File: src/hdp_pkg.sv
// Purpose: Shared constants and types for the host I/O mapped digital port block.
// Assumes: 10-bit host I/O address, 8-bit data, eight byte registers per board.
// Notes:   Offsets are byte offsets from the jumper-chosen base.
package hdp_pkg;

    ////////////////////////////////////////////////////////////////////////////
    localparam int ADDR_W = 10;
    localparam int DATA_W = 8;
    localparam int OFS_W = 3;
    localparam int IRQ_N = 4;
    localparam int JUMPER_N = 5;

    ////////////////////////////////////////////////////////////////////////////
    // Base address: root plus jumper code times the window size
    localparam logic [ADDR_W-1:0] BASE_ROOT = 10'h100;
    localparam int BASE_SHIFT = 3;

    ////////////////////////////////////////////////////////////////////////////
    localparam logic [OFS_W-1:0] OFS_BOARD_IDENTIFIER = 3'h0;
    localparam logic [OFS_W-1:0] OFS_RESERVED_SLOT = 3'h1;
    localparam logic [OFS_W-1:0] OFS_JUMPER_STATE = 3'h2;
    localparam logic [OFS_W-1:0] OFS_INTERRUPT_ROUTING = 3'h3;
    localparam logic [OFS_W-1:0] OFS_PORT_DIRECTION = 3'h4;
    localparam logic [OFS_W-1:0] OFS_SINK_PORT_VALUE = 3'h5;
    localparam logic [OFS_W-1:0] OFS_SECOND_PORT_VALUE = 3'h6;
    localparam logic [OFS_W-1:0] OFS_THIRD_PORT_VALUE = 3'h7;

    ////////////////////////////////////////////////////////////////////////////
    // Field positions
    localparam int DIR_THIRD_BIT = 0;
    localparam int DIR_SECOND_BIT = 1;
    localparam int ROUTE_LSB = 0;
    localparam int INVERT_LSB = 4;

    // Values after reset and fixed read values
    localparam logic [DATA_W-1:0] RESERVED_READ_VALUE = 8'h00;
    localparam logic [DATA_W-1:0] ROUTING_RESET = 8'h00;
    localparam logic [DATA_W-1:0] PORT_VALUE_RESET = 8'h00;
    localparam logic [DATA_W-1:0] SINK_ALL_ONES = 8'hFF;
    localparam logic [DATA_W-1:0] SINK_ALL_ZEROS = 8'h00;

    typedef enum logic [2:0] {
        ST_IDLE = 3'b001,
        ST_READ = 3'b010,
        ST_WRITE = 3'b100
    } hdp_bus_state_t;

endpackage

File: src/hdp_port_if.sv
// Purpose: Carrier between the register file and one bidirectional byte port.
// Assumes: One clock domain; the register side owns direction and stored value.
// Notes:   level is what a data register read returns for this port.
`timescale 1ns/1ps
interface hdp_port_if;
    logic dir_out;
    logic [7:0] value;
    logic [7:0] level;

    modport ctrl (output dir_out, output value, input level);
    modport port (input dir_out, input value, output level);
endinterface

File: src/hdp_bidir_port.sv
// Purpose: One eight-line port that is either all inputs or all outputs.
// Assumes: Pin inputs are synchronous to i_clock.
// Notes:   Output enable is high while the port drives its lines.
`timescale 1ns/1ps
module hdp_bidir_port (
    input wire logic i_clock,
    input wire logic i_sys_rst,
    hdp_port_if.port ctl,
    input wire logic [7:0] i_pin,
    output logic [7:0] o_pin,
    output logic [7:0] o_pin_oe,
    output logic [7:0] o_sampled
);

    logic [7:0] pin_r;
    logic [7:0] pin_nxt;
    logic [7:0] out_r;
    logic [7:0] out_nxt;
    logic [7:0] oe_r;
    logic [7:0] oe_nxt;

    ////////////////////////////////////////////////////////////////////////////
    always_comb begin
        pin_nxt = i_pin;
        out_nxt = ctl.value;
        oe_nxt = {8{ctl.dir_out}};
    end

    always_ff @(posedge i_clock) begin
        if (i_sys_rst) begin
            pin_r <= 8'h00;
            out_r <= 8'h00;
            oe_r <= 8'h00;
        end else begin
            pin_r <= pin_nxt;
            out_r <= out_nxt;
            oe_r <= oe_nxt;
        end
    end

    // Inputs read back the line levels, outputs the stored value
    assign ctl.level = ctl.dir_out ? ctl.value : pin_r;
    assign o_pin = out_r;
    assign o_pin_oe = oe_r;
    assign o_sampled = pin_r;

endmodule

File: src/hdp_irq_route.sv
// Purpose: Routes low third-port lines onto host interrupt lines with inversion.
// Assumes: Source levels are already registered in the clock domain.
// Notes:   An unrouted interrupt line is left undriven for other boards.
`timescale 1ns/1ps
module hdp_irq_route #(
    parameter int IRQ_N = hdp_pkg::IRQ_N
) (
    input wire logic i_clock,
    input wire logic i_sys_rst,
    input wire logic [IRQ_N-1:0] i_source,
    input wire logic [IRQ_N-1:0] i_route,
    input wire logic [IRQ_N-1:0] i_invert,
    output logic [IRQ_N-1:0] o_irq,
    output logic [IRQ_N-1:0] o_irq_oe
);

    logic [IRQ_N-1:0] irq_r;
    logic [IRQ_N-1:0] irq_nxt;
    logic [IRQ_N-1:0] oe_r;
    logic [IRQ_N-1:0] oe_nxt;

    ////////////////////////////////////////////////////////////////////////////
    genvar g;
    generate
        for (g = 0; g < IRQ_N; g++) begin : g_line
            always_comb begin
                irq_nxt[g] = i_source[g] ^ i_invert[g];
                oe_nxt[g] = i_route[g];
            end
        end
    endgenerate

    always_ff @(posedge i_clock) begin
        if (i_sys_rst) begin
            irq_r <= '0;
            oe_r <= '0;
        end else begin
            irq_r <= irq_nxt;
            oe_r <= oe_nxt;
        end
    end

    assign o_irq = irq_r;
    assign o_irq_oe = oe_r;

endmodule

File: src/hdp_top.sv
// Purpose: Host I/O mapped digital port block: eight byte registers, three ports.
// Assumes: Host strobes, address and data are synchronous to i_clock.
// Notes:   Writes commit when the write strobe ends; reads drive data while the
//          read strobe is low and the address decodes to this board.
//          Read wins when both strobes are low in one idle cycle.
//          Cycles with address enable high are never decoded.
//
// Notes on behaviour
// Eight byte registers in host I/O space at a jumper-chosen base.
// Base jumpers select 0x100, 0x108, 0x110 or 0x118.
// Offset zero reads a fixed board identifier; writes do nothing.
// Jumper status bits 0-4 show the five jumpers, 1 when fitted.
// Routing bits 0-3 connect third port lines 0-3 to four interrupt lines.
// Bits 4-7 invert those interrupt lines; register is read and write.
// Direction bit 0 sets third port, bit 1 second port; 1 means outputs.
// Direction bits 2-7 are reserved with no function.
// Direction bits load from the two direction jumpers at reset.
// Direction jumper off gives inputs, on gives outputs, per port.
// A host write to direction overrides the jumpers until next reset.
// Sink port register bits drive its eight lines; read and write.
// Sink port is always output, never turned to inputs.
// Second port register bits map one to one onto its lines.
// Third port register bits map one to one onto its lines.
// After reset, second and third port outputs drive zero.
// After reset, sink port lines all zero or all one by jumper.
// Input port data reads return line levels; writes only store value.
// Reserved offset one reads a fixed value; writes are ignored.
`timescale 1ns/1ps
module hdp_top #(
    parameter logic [7:0] BOARD_ID = 8'hA5 // Arbitrary identifier value
) (
    input wire logic i_clock,
    input wire logic i_sys_rst,
    // Host bus side
    input wire logic [9:0] i_addr,
    input wire logic i_aen,
    input wire logic i_ior_n,
    input wire logic i_iow_n,
    input wire logic [7:0] i_data,
    output logic [7:0] o_data,
    output logic o_data_oe,
    // Board jumpers, high when fitted
    input wire logic i_base_select_low_jumper,
    input wire logic i_base_select_high_jumper,
    input wire logic i_third_port_dir_jumper,
    input wire logic i_second_port_dir_jumper,
    input wire logic i_sink_port_reset_jumper,
    // Connector lines
    output logic [7:0] o_sink_port,
    input wire logic [7:0] i_second_port,
    output logic [7:0] o_second_port,
    output logic [7:0] o_second_port_oe,
    input wire logic [7:0] i_third_port,
    output logic [7:0] o_third_port,
    output logic [7:0] o_third_port_oe,
    // Host interrupt lines, driven only while enabled
    output logic [3:0] o_irq,
    output logic [3:0] o_irq_oe
);

    ////////////////////////////////////////////////////////////////////////////
    // Decode helpers

    // Base address from the two select jumpers
    function automatic logic [9:0] base_of(
        input logic jp_low,
        input logic jp_high
    );
        logic [9:0] code;
        code = {8'h00, jp_high, jp_low};
        return hdp_pkg::BASE_ROOT | (code << hdp_pkg::BASE_SHIFT);
    endfunction

    // True when a host address falls in this board's eight-byte window
    function automatic logic hits(
        input logic [9:0] addr,
        input logic [9:0] base,
        input logic aen
    );
        return !aen && (addr[9:3] == base[9:3]);
    endfunction

    ////////////////////////////////////////////////////////////////////////////
    // Register state

    // Bus cycle capture
    hdp_pkg::hdp_bus_state_t state_r;
    hdp_pkg::hdp_bus_state_t state_nxt;
    logic [2:0] ofs_r;
    logic [2:0] ofs_nxt;
    logic [7:0] wdata_r;
    logic [7:0] wdata_nxt;
    logic [7:0] rdata_r;
    logic [7:0] rdata_nxt;

    // Registers the host can write
    logic [7:0] routing_r;
    logic [7:0] routing_nxt;
    logic [1:0] dir_r;
    logic [1:0] dir_nxt;
    logic [7:0] sink_r;
    logic [7:0] sink_nxt;
    logic [7:0] second_r;
    logic [7:0] second_nxt;
    logic [7:0] third_r;
    logic [7:0] third_nxt;

    // Decode results and port taps
    logic [9:0] base;
    logic hit;
    logic commit;
    logic [4:0] jumpers;
    logic [7:0] third_sampled;

    // One carrier per bidirectional port
    hdp_port_if second_if ();
    hdp_port_if third_if ();

    // Decode follows the jumpers live; move them
    // only while the host bus is idle
    assign base = base_of(i_base_select_low_jumper, i_base_select_high_jumper);
    assign hit = hits(i_addr, base, i_aen);
    assign jumpers = {
        i_sink_port_reset_jumper,
        i_second_port_dir_jumper,
        i_third_port_dir_jumper,
        i_base_select_high_jumper,
        i_base_select_low_jumper
    };

    ////////////////////////////////////////////////////////////////////////////
    // Read multiplexer

    function automatic logic [7:0] read_mux(
        input logic [2:0] ofs,
        input logic [4:0] jp,
        input logic [7:0] routing,
        input logic [1:0] dir,
        input logic [7:0] sink,
        input logic [7:0] second_lvl,
        input logic [7:0] third_lvl
    );
        logic [7:0] v;
        v = 8'h00;
        unique case (ofs)
            hdp_pkg::OFS_BOARD_IDENTIFIER: v = BOARD_ID;
            hdp_pkg::OFS_RESERVED_SLOT: v = hdp_pkg::RESERVED_READ_VALUE;
            hdp_pkg::OFS_JUMPER_STATE: v = {3'h0, jp};
            hdp_pkg::OFS_INTERRUPT_ROUTING: v = routing;
            hdp_pkg::OFS_PORT_DIRECTION: v = {6'h00, dir};
            hdp_pkg::OFS_SINK_PORT_VALUE: v = sink;
            hdp_pkg::OFS_SECOND_PORT_VALUE: v = second_lvl;
            hdp_pkg::OFS_THIRD_PORT_VALUE: v = third_lvl;
        endcase
        return v;
    endfunction

    ////////////////////////////////////////////////////////////////////////////
    // Host bus cycle tracking
    // Write data is taken on every strobe-low cycle so the last, settled value
    // is the one committed when the strobe rises.
    // Read data is refreshed every cycle of a read, and an input
    // port read lags its lines by two cycles (pin sample, then read data).

    always_comb begin
        state_nxt = state_r;
        ofs_nxt = ofs_r;
        wdata_nxt = wdata_r;
        rdata_nxt = rdata_r;
        commit = 1'b0;

        unique case (state_r)
            hdp_pkg::ST_IDLE: begin
                // Read is tested first, so it wins
                if (!i_ior_n && hit) begin
                    state_nxt = hdp_pkg::ST_READ;
                    ofs_nxt = i_addr[2:0];
                    rdata_nxt = read_mux(
                        i_addr[2:0],
                        jumpers,
                        routing_r,
                        dir_r,
                        sink_r,
                        second_if.level,
                        third_if.level
                    );
                end else if (!i_iow_n && hit) begin
                    state_nxt = hdp_pkg::ST_WRITE;
                    ofs_nxt = i_addr[2:0];
                    wdata_nxt = i_data;
                end
            end
            hdp_pkg::ST_READ: begin
                // Keep following live levels while the strobe is held
                rdata_nxt = read_mux(
                    ofs_r,
                    jumpers,
                    routing_r,
                    dir_r,
                    sink_r,
                    second_if.level,
                    third_if.level
                );
                // Bus is released one cycle after the strobe rises
                if (i_ior_n) begin
                    state_nxt = hdp_pkg::ST_IDLE;
                end
            end
            hdp_pkg::ST_WRITE: begin
                // Commit in the first cycle that sees the strobe high
                if (i_iow_n) begin
                    state_nxt = hdp_pkg::ST_IDLE;
                    commit = 1'b1;
                end else begin
                    wdata_nxt = i_data;
                end
            end
            default: begin
                // An illegal one-hot code falls back to idle
                state_nxt = hdp_pkg::ST_IDLE;
            end
        endcase
    end

    always_ff @(posedge i_clock) begin
        if (i_sys_rst) begin
            state_r <= hdp_pkg::ST_IDLE;
            ofs_r <= 3'h0;
            wdata_r <= 8'h00;
            rdata_r <= 8'h00;
        end else begin
            state_r <= state_nxt;
            ofs_r <= ofs_nxt;
            wdata_r <= wdata_nxt;
            rdata_r <= rdata_nxt;
        end
    end

    ////////////////////////////////////////////////////////////////////////////
    // Control and data registers
    // Reset is synchronous, so jumper levels can be loaded on it directly.

    always_comb begin
        routing_nxt = routing_r;
        dir_nxt = dir_r;
        sink_nxt = sink_r;
        second_nxt = second_r;
        third_nxt = third_r;

        if (commit) begin
            unique case (ofs_r)
                hdp_pkg::OFS_INTERRUPT_ROUTING: routing_nxt = wdata_r;
                hdp_pkg::OFS_PORT_DIRECTION: begin
                    // Spare bits are not stored, so they read as zero
                    dir_nxt[hdp_pkg::DIR_THIRD_BIT] = wdata_r[hdp_pkg::DIR_THIRD_BIT];
                    dir_nxt[hdp_pkg::DIR_SECOND_BIT] = wdata_r[hdp_pkg::DIR_SECOND_BIT];
                end
                hdp_pkg::OFS_SINK_PORT_VALUE: sink_nxt = wdata_r;
                hdp_pkg::OFS_SECOND_PORT_VALUE: second_nxt = wdata_r;
                hdp_pkg::OFS_THIRD_PORT_VALUE: third_nxt = wdata_r;
                // Identifier, reserved slot and jumper state ignore writes
                default: begin
                end
            endcase
        end
    end

    always_ff @(posedge i_clock) begin
        if (i_sys_rst) begin
            routing_r <= hdp_pkg::ROUTING_RESET;
            dir_r[hdp_pkg::DIR_THIRD_BIT] <= i_third_port_dir_jumper;
            dir_r[hdp_pkg::DIR_SECOND_BIT] <= i_second_port_dir_jumper;
            if (i_sink_port_reset_jumper) begin
                sink_r <= hdp_pkg::SINK_ALL_ONES;
            end else begin
                sink_r <= hdp_pkg::SINK_ALL_ZEROS;
            end
            second_r <= hdp_pkg::PORT_VALUE_RESET;
            third_r <= hdp_pkg::PORT_VALUE_RESET;
        end else begin
            routing_r <= routing_nxt;
            dir_r <= dir_nxt;
            sink_r <= sink_nxt;
            second_r <= second_nxt;
            third_r <= third_nxt;
        end
    end

    ////////////////////////////////////////////////////////////////////////////
    // Ports
    // Port modules register direction and value, so
    // the lines move one cycle after the register.

    assign second_if.dir_out = dir_r[hdp_pkg::DIR_SECOND_BIT];
    assign second_if.value = second_r;
    assign third_if.dir_out = dir_r[hdp_pkg::DIR_THIRD_BIT];
    assign third_if.value = third_r;

    // Second port
    hdp_bidir_port u_second (
        .i_clock(i_clock),
        .i_sys_rst(i_sys_rst),
        .ctl(second_if),
        .i_pin(i_second_port),
        .o_pin(o_second_port),
        .o_pin_oe(o_second_port_oe),
        .o_sampled()
    );

    // Third port; low lines also feed the interrupts
    hdp_bidir_port u_third (
        .i_clock(i_clock),
        .i_sys_rst(i_sys_rst),
        .ctl(third_if),
        .i_pin(i_third_port),
        .o_pin(o_third_port),
        .o_pin_oe(o_third_port_oe),
        .o_sampled(third_sampled)
    );

    // Interrupt sources are the sampled line levels, so an output port can
    // still raise an interrupt from its own driven value
    hdp_irq_route #(
        .IRQ_N(hdp_pkg::IRQ_N)
    ) u_irq (
        .i_clock(i_clock),
        .i_sys_rst(i_sys_rst),
        .i_source(third_sampled[hdp_pkg::IRQ_N-1:0]),
        .i_route(routing_r[hdp_pkg::ROUTE_LSB +: hdp_pkg::IRQ_N]),
        .i_invert(routing_r[hdp_pkg::INVERT_LSB +: hdp_pkg::IRQ_N]),
        .o_irq(o_irq),
        .o_irq_oe(o_irq_oe)
    );

    // Sink port has no direction control at all
    assign o_sink_port = sink_r;

    ////////////////////////////////////////////////////////////////////////////
    // Host data bus

    assign o_data = rdata_r;
    assign o_data_oe = (state_r == hdp_pkg::ST_READ);

endmodule

File: config.mk
export PLATFORM = sky130hd
export DESIGN_NAME = hdp_top
export DESIGN_NICKNAME = d
export VERILOG_FILES = /design/src/hdp_pkg.sv /design/src/hdp_port_if.sv /design/src/hdp_bidir_port.sv /design/src/hdp_irq_route.sv /design/src/hdp_top.sv
export SDC_FILE = /design/constraint.sdc
export NUM_CORES = 1
export LEC_CHECK = 0
export ABC_AREA = 1
export BUFFER_PORTS_ARGS = -buffer_cell sky130_fd_sc_hd__buf_2
export CORE_UTILIZATION = 25
export DETAILED_ROUTE_END_ITERATION = 7
export PLACE_DENSITY = 0.49
export RECOVER_POWER = 50
export SYNTH_ARGS = -nofsm -noshare
export SYNTH_HDL_FRONTEND = slang
export SYNTH_SLANG_ARGS = --single-unit
export TNS_END_PERCENT = 100
File: constraint.sdc
create_clock -name i_clock -period 2.3 [get_ports i_clock]
set_clock_uncertainty 0.1 [all_clocks]
set_input_delay 0 -clock i_clock [delete_from_list [all_inputs] [get_ports i_clock]]
set_output_delay 0 -clock i_clock [all_outputs]
set_load 0.01 [all_outputs]
==> After elaboration in Yosys (flattened, before gate mapping) <==
Index checks and enable logic that the tools add are counted.
Widths: inputs -> output; s select.
{ "op_classes": {"eq_ne": 25, "muxes": 26, "n_bitwise": 4, "n_reduce_logical": 23} }
{ "op_table": {"columns": ["cell", "n"], "rows": [
  ["$pmux 8 s8", 2],
  ["$mux 8", 10],
  ["$pmux 8 s2", 2],
  ["$eq 3x3->1 const B", 9],
  ["$mux 3", 6],
  ["$eq 3x2->1 const B", 5],
  ["$reduce_and 2->1", 7],
  ["$ne 2x2->1 const B", 6],
  ["$reduce_bool 2->1", 6],
  ["$eq 3x1->1 const B", 3],
  ["$pmux 3 s3", 1],
  ["$eq 7x6->1", 1],
  ["$logic_not 3->1", 2],
  ["$mux 2", 3],
  ["$reduce_and 4->1", 1],
  ["$xor 1x1->1", 4],
  ["$logic_and 1x1->1", 3],
  ["$logic_not 1->1", 3],
  ["$ne 3x3->1 const B", 1],
  ["$reduce_and 3->1", 1],
  ["$mux 1", 2]
]} }
{ "totals": {"ff_bits": 98, "in_bits": 44} }

==> Longest topological paths before layout <==
Gate-level depths: netlist (run 1).
{ "logic_depth": {"word_depth": 6, "ltp_mapped": 12, "depth_no_buf": 11} }

==> Cells and area by module <==
A second synthesis (run 1) with hierarchy kept.
{ "hier_totals": {"hier_cells": 690, "hier_area_um2": 4885.9} }
{ "modules_own_cells": {"columns": ["module", "area_per_inst_um2", "seq_area_each_um2", "instances", "cells_each"], "rows": [
  ["hdp_top", 3335.7, 1221.2, 1, 487],
  ["hdp_bidir_port", 648.1, 340.3, 2, 85],
  ["hdp_irq_route", 254.0, 160.2, 1, 33]
]} }

==> Worst setup path before layout (run 1) <==
No wires, ideal clock.
{ "synth_timing": {"kind": "register -> register", "startpoint": "register state_r[0]", "endpoint": "register sink_r[0] (netlist: o_sink_port[0]), enable pin", "required_time_ns": 1.816, "setup_slack_ns": 0.435, "synth_period_minus_slack_ns": 1.865, "setup_ns": 0.384, "t_arrival_ns": 1.381, "path_stages_with_launch": 6, "path_cell_list": "dfxtp_1 -> inv_1 -> nand3_1 -> nor2_2 -> inv_1 -> o21ai_0"} }
{ "synth_between": {"elab_chain_len": 4} }
{ "synth_lines": {"columns": ["item", "line", "source"], "rows": [
  ["from (decl)", "hdp_top.sv:87", "hdp_pkg::hdp_bus_state_t state_r;"],
  ["from (signal assigned)", "hdp_top.sv:227", "state_r <= hdp_pkg::ST_IDLE;"],
  ["from (signal assigned)", "hdp_top.sv:232", "state_r <= state_nxt;"],
  ["$eq 3x3->1", "hdp_top.sv:172", "unique case (state_r)"],
  ["$mux 1", "hdp_top.sv:172", null],
  ["$reduce_bool 2->1 (no line)", null, null],
  ["$reduce_and 2->1 (no line)", null, null],
  ["to (signal assigned)", "hdp_top.sv:274", "sink_r <= hdp_pkg::SINK_ALL_ONES;"],
  ["to (signal assigned)", "hdp_top.sv:276", "sink_r <= hdp_pkg::SINK_ALL_ZEROS;"],
  ["to (signal assigned)", "hdp_top.sv:283", "sink_r <= sink_nxt;"],
  ["to (decl)", "hdp_top.sv:101", "logic [7:0] sink_r;"]
]} }
Every way passes these cells.
A chain may end at the register's enable or synchronous reset.

==> Final worst setup path (run 1) <==
{ "layout_timing": {"startpoint": "register state_r[0]", "endpoint": "register state_r[0]"} }
{ "layout_between": {"elab_chain_len": 3, "word_cells_on_any_way": 8} }
{ "layout_lines": {"columns": ["item", "line"], "rows": [
  ["$eq 3x1->1 (tied with other cells)", "hdp_top.sv:172"],
  ["$ne 3x3->1 (no line) or $ne 2x2->1 (tied branches)", null],
  ["$reduce_and 3->1 (no line)", null]
]} }
Parallel ways exist; a longest one is shown, timed or not.

==> impl_metrics.toml, run 1 <==
[global_routing]
grt_max_degree = 56
grt_pass1_vias = 4114
antenna_found_initial = 0
grt_pass1_wl_um = 23700
track_usage_pct = 16.4
overflow = 0

[layout]
final_common_cell = "nand2_1"
drive_gt1_share_pct = 17.4
num_antenna_cells = 0
fin_area_um2 = 5820
regArea_um2 = 2060
area_growth_pct = 24.8
layout_common_cells = "nand2_1, nor2_1, dfxtp_1"
fillers = 2016
multi_input_area_um2 = 2020
nets = 805

[clock_network]
cts_setup_buffers = 0
clkSlewWorstSetupHoldPaths_ps = 70
cts.htree.levels = 3
cts_made_buffers = 9
clk_root_buffer_cell = "clkbuf_16"
cts_tree = "built"
holdBufCountCts = 32
clk_latency_ps = 360
clockBufferDepth = 2
numClockSinks = 98
cts.repair.resized = 0

[sta]
whs_ps = 41.6
fmax_mhz = 476
period_needed_ps = 2100
worst_pin_slew_ps = 1090
finalHoldViolCount = 0
finalWorstSetupSlack_ps = 199
rsz0062_at_grt = "false"
maxSlewViolCount = 0
tns_ps = 0
finalSetupViolCount = 0
min_period_over_period_pct = 91.4
slew_headroom_pct = 27.5

[job]
cap_violations = 0

[critical_path]
critPathKind = "register to register"
cp-start-kind = "register"
worstSetupEndpointType = "register"
crit_path_top_delay_cell = "dlygate4sd3_1"
path_cells = "inv_1, nand3_2, inv_2, nand2_1, o21ai_0, o21ai_1, o21bai_1, dlygate4sd3_1"
reg2reg_slack_ps = 200
arrival_ps = 2240
max_stage_delay_ps = 550
path_max_fanout = 12
crit_family = "buffers and inverters"
critPathBufInv = 3
cp.required_ps = 2440

[die]
rows = 49
dieArea_um2 = 19200
num_io_pins = 101
core_area_um2 = 18100
die_y_um = 139
die_w_um = 139
initial_utilization_pct = 25.7

[synth]
yosysSeqAreaShare_pct = 44.2
synthCells = 649
ys_top_cells_by_area = "dfxtp_1, nand2_1, nor2_1"
synth_nets = 693
yosys.area.top_type_share_pct = 37.8
syn_area_um2 = 4660
yosysTopAreaCell = "dfxtp_1"
synth_seq_cells = 98
yosys_warnings = 0
synthDistinctLibCells = 33
syn_avg_cell_area_um2 = 7.18

[worst_hold_path]
min_path_type = "primary input to register"

[place]
post-place-ws_ps = 238
post-dp-hpwl_um = 11400
routabilityCongestion = 0.878
dpl_cell_area_um2 = 5260
io_buffers = 100

[outcome]
status = "finished with violations"
failed_checks = "DRC"

[drt]
drtIter0Drc = 245
route.detailed.drc = 12
drt-vias-per-instance = 4.38
routed_wl_um = 15400
ant_nets = 0
first_pass_iters = 7
wl_per_cell_um = 15.5
dr_total_vias = 4363

[power]
irDropWorstVdd_v = 0.000310
cellPowerDensity_nw_per_um2 = 618
p_leak_nw = 2.70
-- path summary, 6_finish.rpt --
kind / startpoint / end / depth (start not counted)
setup / recovery: state_r[0] / state_r[0] / 8
hold reg to reg: third_if.value[1] / u_third.o_pin[1] / 2
setup reg to reg: state_r[0] / state_r[0] / 8
hold / removal: i_aen / state_r[1] / 6
-- power by group --
group	total, mW	internal (mW)	leakage [nW]	switching, mW
logic	0.329	0.130	1.74	0.198
clock network	1.47	0.797	0.146	0.677
registers	1.79	1.76	0.816	0.0334
-- layout make-up --
class	instances	area share (%)
clock inverters	5	0.624
well taps	229	4.92
repair buffers	142	14.6
clock buffers	11	4.34
flip-flops and latches	98	35.4
multi-input cells	428	34.7
inverters	82	5.35
-- registers in the layout, summed over array words and instances (netlist names), 8 cells and up --
| register | cells |
|---|---|
| o_data | 8 |
| o_sink_port | 8 |
| routing_r | 8 |
| second_if.value | 8 |
| third_if.value | 8 |
| u_second.o_pin | 8 |
| u_second.o_sampled | 8 |
| u_third.o_pin | 8 |
| u_third.o_sampled | 8 |
| wdata_r | 8 |
-- logic make-up after synthesis --
kind of cell | share of synthesized area, %
AOI/OAI and AO/OA | 9.55
xor gates and xnor gates | 0.376
buffers and inverters | 12.4
DFF | 44.2
and+or+nand+nor | 33.4
-- synthesized netlist by cell type --
library cell and count:
and2_1 1, xnor2_1 2, a21oi_2 2, nand3_2 6, nor2_4 2, clkinv_2 1
o21ai_1 26, inv_2 15, nand2_1 145, o21ai_0 23, buf_6 5, inv_4 1
buf_2 13, o21ai_2 1, dfxtp_1 88, clkbuf_1 1, nand4_1 30, nand3_1 16
nand2_4 2, buf_1 6, nand4_4 1, o22ai_1 1, inv_1 65, nor2_1 111
nor2_8 1, a21oi_1 32, nor2_2 3, nand2_2 5, and3_1 1, o21bai_1 1
nand3b_1 16, buf_4 16, edfxtp_1 10
-- worst reg2reg max path: cells and delay by family (launching register included) --
| kind | cells | cell delay (ps) |
|---|---|---|
| AO/OA/AOI/OAI | 3 | 370 |
| flip-flops | 1 | 310 |
| AND/OR/NAND/NOR | 2 | 370 |
| buffers and inverters | 3 | 840 |
-- metrics by stage --
stage / util (%) / instances / power (mW)
after floorplan: - / 649 / 2.01
after global placement: 29.0 / 947 / 2.13
after detailed placement: 29.0 / 947 / 2.13
after CTS: 32.3 / 995 / 3.65
after global routing: 32.1 / 995 / 3.76
final: 32.1 / 995 / 3.60
-- layer usage --
layer  global-route usage [%]  up-vias  share of wire (%)
met2                     26.7      102                 47
met1                     22.0     1975                 48
li1                         -     2275                  -
met5                        0        -                  0
met3                     2.90       11                4.2
met4                     5.32        0                1.3
Note: power is estimated with default switching activity, not from simulation.
==> run 2, diff against run 1 <==
BUFFER_PORTS_ARGS = default   (was -buffer_cell sky130_fd_sc_hd__buf_2)
DONT_BUFFER_PORTS = 1   (was default)
PLACE_DENSITY = 0.44   (was 0.49)
==> impl_metrics.toml, run 2 (synthesis results as in run 1) <==
[die]
dieArea_um2 = 19200
core_area_um2 = 18100
die_y_um = 139
initial_utilization_pct = 25.7
rows = 49
num_io_pins = 101
die_w_um = 139

[layout]
fillers = 2020
area_growth_pct = 15.9
fin_area_um2 = 5400
num_antenna_cells = 0
drive_gt1_share_pct = 9.32
nets = 704
layout_common_cells = "nand2_1, nor2_1, dfxtp_1"
final_common_cell = "nand2_1"

[drt]
route.detailed.drc = 10
ant_nets = 0
first_pass_iters = 7
drt-vias-per-instance = 4.65
routed_wl_um = 16100
wl_per_cell_um = 18.1
drtIter0Drc = 268
dr_total_vias = 4155

[global_routing]
grt_max_degree = 46
grt_pass1_vias = 4093
antenna_found_initial = 0
track_usage_pct = 17.4
grt_pass1_wl_um = 24800
overflow = 0

[clock_network]
clk_latency_ps = 360
clockBufferDepth = 2
clk_root_buffer_cell = "clkbuf_16"
numClockSinks = 98
cts.htree.levels = 3
cts_tree = "built"
cts.repair.resized = 0
cts_made_buffers = 9
clkSlewWorstSetupHoldPaths_ps = 80

[worst_hold_path]
hold_depth = 2
min_from = "i_third_port_dir_jumper"
min_path_type = "primary input to register"
min_to = "dir_r[0]"

[critical_path]
crit_start = "i_aen"
regToRegEndpoint = "state_r[1]"
path_max_fanout = 10
timing.rr.start = "state_r[0]"
worstSetupEndpointType = "register"
reg2reg_slack_ps = 340
critPathKind = "primary input to register"
cp.required_ps = 2510
cp-start-kind = "primary input"
arrival_ps = 2390
r2r_cells = 6

[sta]
min_period_over_period_pct = 95.1
maxSlewViolCount = 0
finalHoldViolCount = 1
rsz0062_at_grt = "false"
slew_headroom_pct = 47.6
finalSetupViolCount = 0
fmax_mhz = 457
worst_pin_slew_ps = 785
whs_ps = -2.30
tns_ps = 0
period_needed_ps = 2190

[place]
dpl_cell_area_um2 = 4720
post-dp-hpwl_um = 11900
routabilityCongestion = 0.900
io_buffers = 0

[power]
cellPowerDensity_nw_per_um2 = 678
p_leak_nw = 2.39
irDropWorstVdd_v = 0.000273

[outcome]
status = "finished with violations"
failed_checks = "DRC, hold timing"

[job]
cap_violations = 0
run 2: cell count changes in the layout (fill, tap and decap cells not counted), moves of 3 or more:
cell,previous run,this run
clkbuf_1,33,0
buf_4,8,5
buf_2,67,0
dlygate4sd3_1,32,35
run 2: layer usage:
metal  share of wire, %  global-route usage, %  vias up
li1                   -                      -     2071
met2                 44                   26.2      113
met3                5.7                   4.45       36
met5                  0                      0        -
met1                 47                   22.3     1935
met4                4.2                   10.5        0
run 2: repair_timing:
item	4_1_cts	5_1_grt
endpoints found under the hold margin	66	0
hold buffers	36	0
setup buffers	0	0
run 2: where the power goes:
part / leakage [nW] / total (mW) / internal [mW] / switching, mW
clock network: 0.155 / 1.60 / 0.832 / 0.765
logic: 1.42 / 0.253 / 0.0976 / 0.155
registers: 0.816 / 1.81 / 1.76 / 0.0496
total: 2.39 / 3.66 / 2.69 / 0.969
run 2: final cells by class:
type	count	area, um^2	share of cell area [%]
Clock buffer	10	250	4.63
Multi-Input combinational cell	428	2020	37.4
Inverter	82	312	5.77
Sequential cell	98	2060	38.2
Clock inverter	6	62.6	1.16
Tap cell	229	287	5.30
Timing Repair Buffer	41	408	7.55
run 2: worst max path at each step:
stage	to	slack [ps]
2_1_floorplan	o_sink_port[0]	430
3_3_place_gp	o_data[2]	360
3_5_place_dp	o_data[2]	350
4_1_cts	state_r[1]	130
5_1_grt	state_r[1]	20
6_report	state_r[1]	110
run 2: critical path, cell delays in order:
cell	delay, ps
dlygate4sd3_1	550
nor2_1	100
nand2_1	50
dlygate4sd3_1	560
nor2_2	190
nand4_4	220
a21oi_1	170
dlygate4sd3_1	550
run 2: stage by stage:
stage	instances	hold slack (ps)	util [%]	power, mW	setup WS [ps]
final	894	-2.30	29.8	3.66	114
after global routing	894	37.1	29.8	3.80	23.6
after CTS	894	1.09	29.8	3.71	132
after detailed placement	842	-19.0	26.0	2.03	346
after global placement	842	-16.4	26.0	2.04	358
after floorplan	649	6.97	-	2.01	435
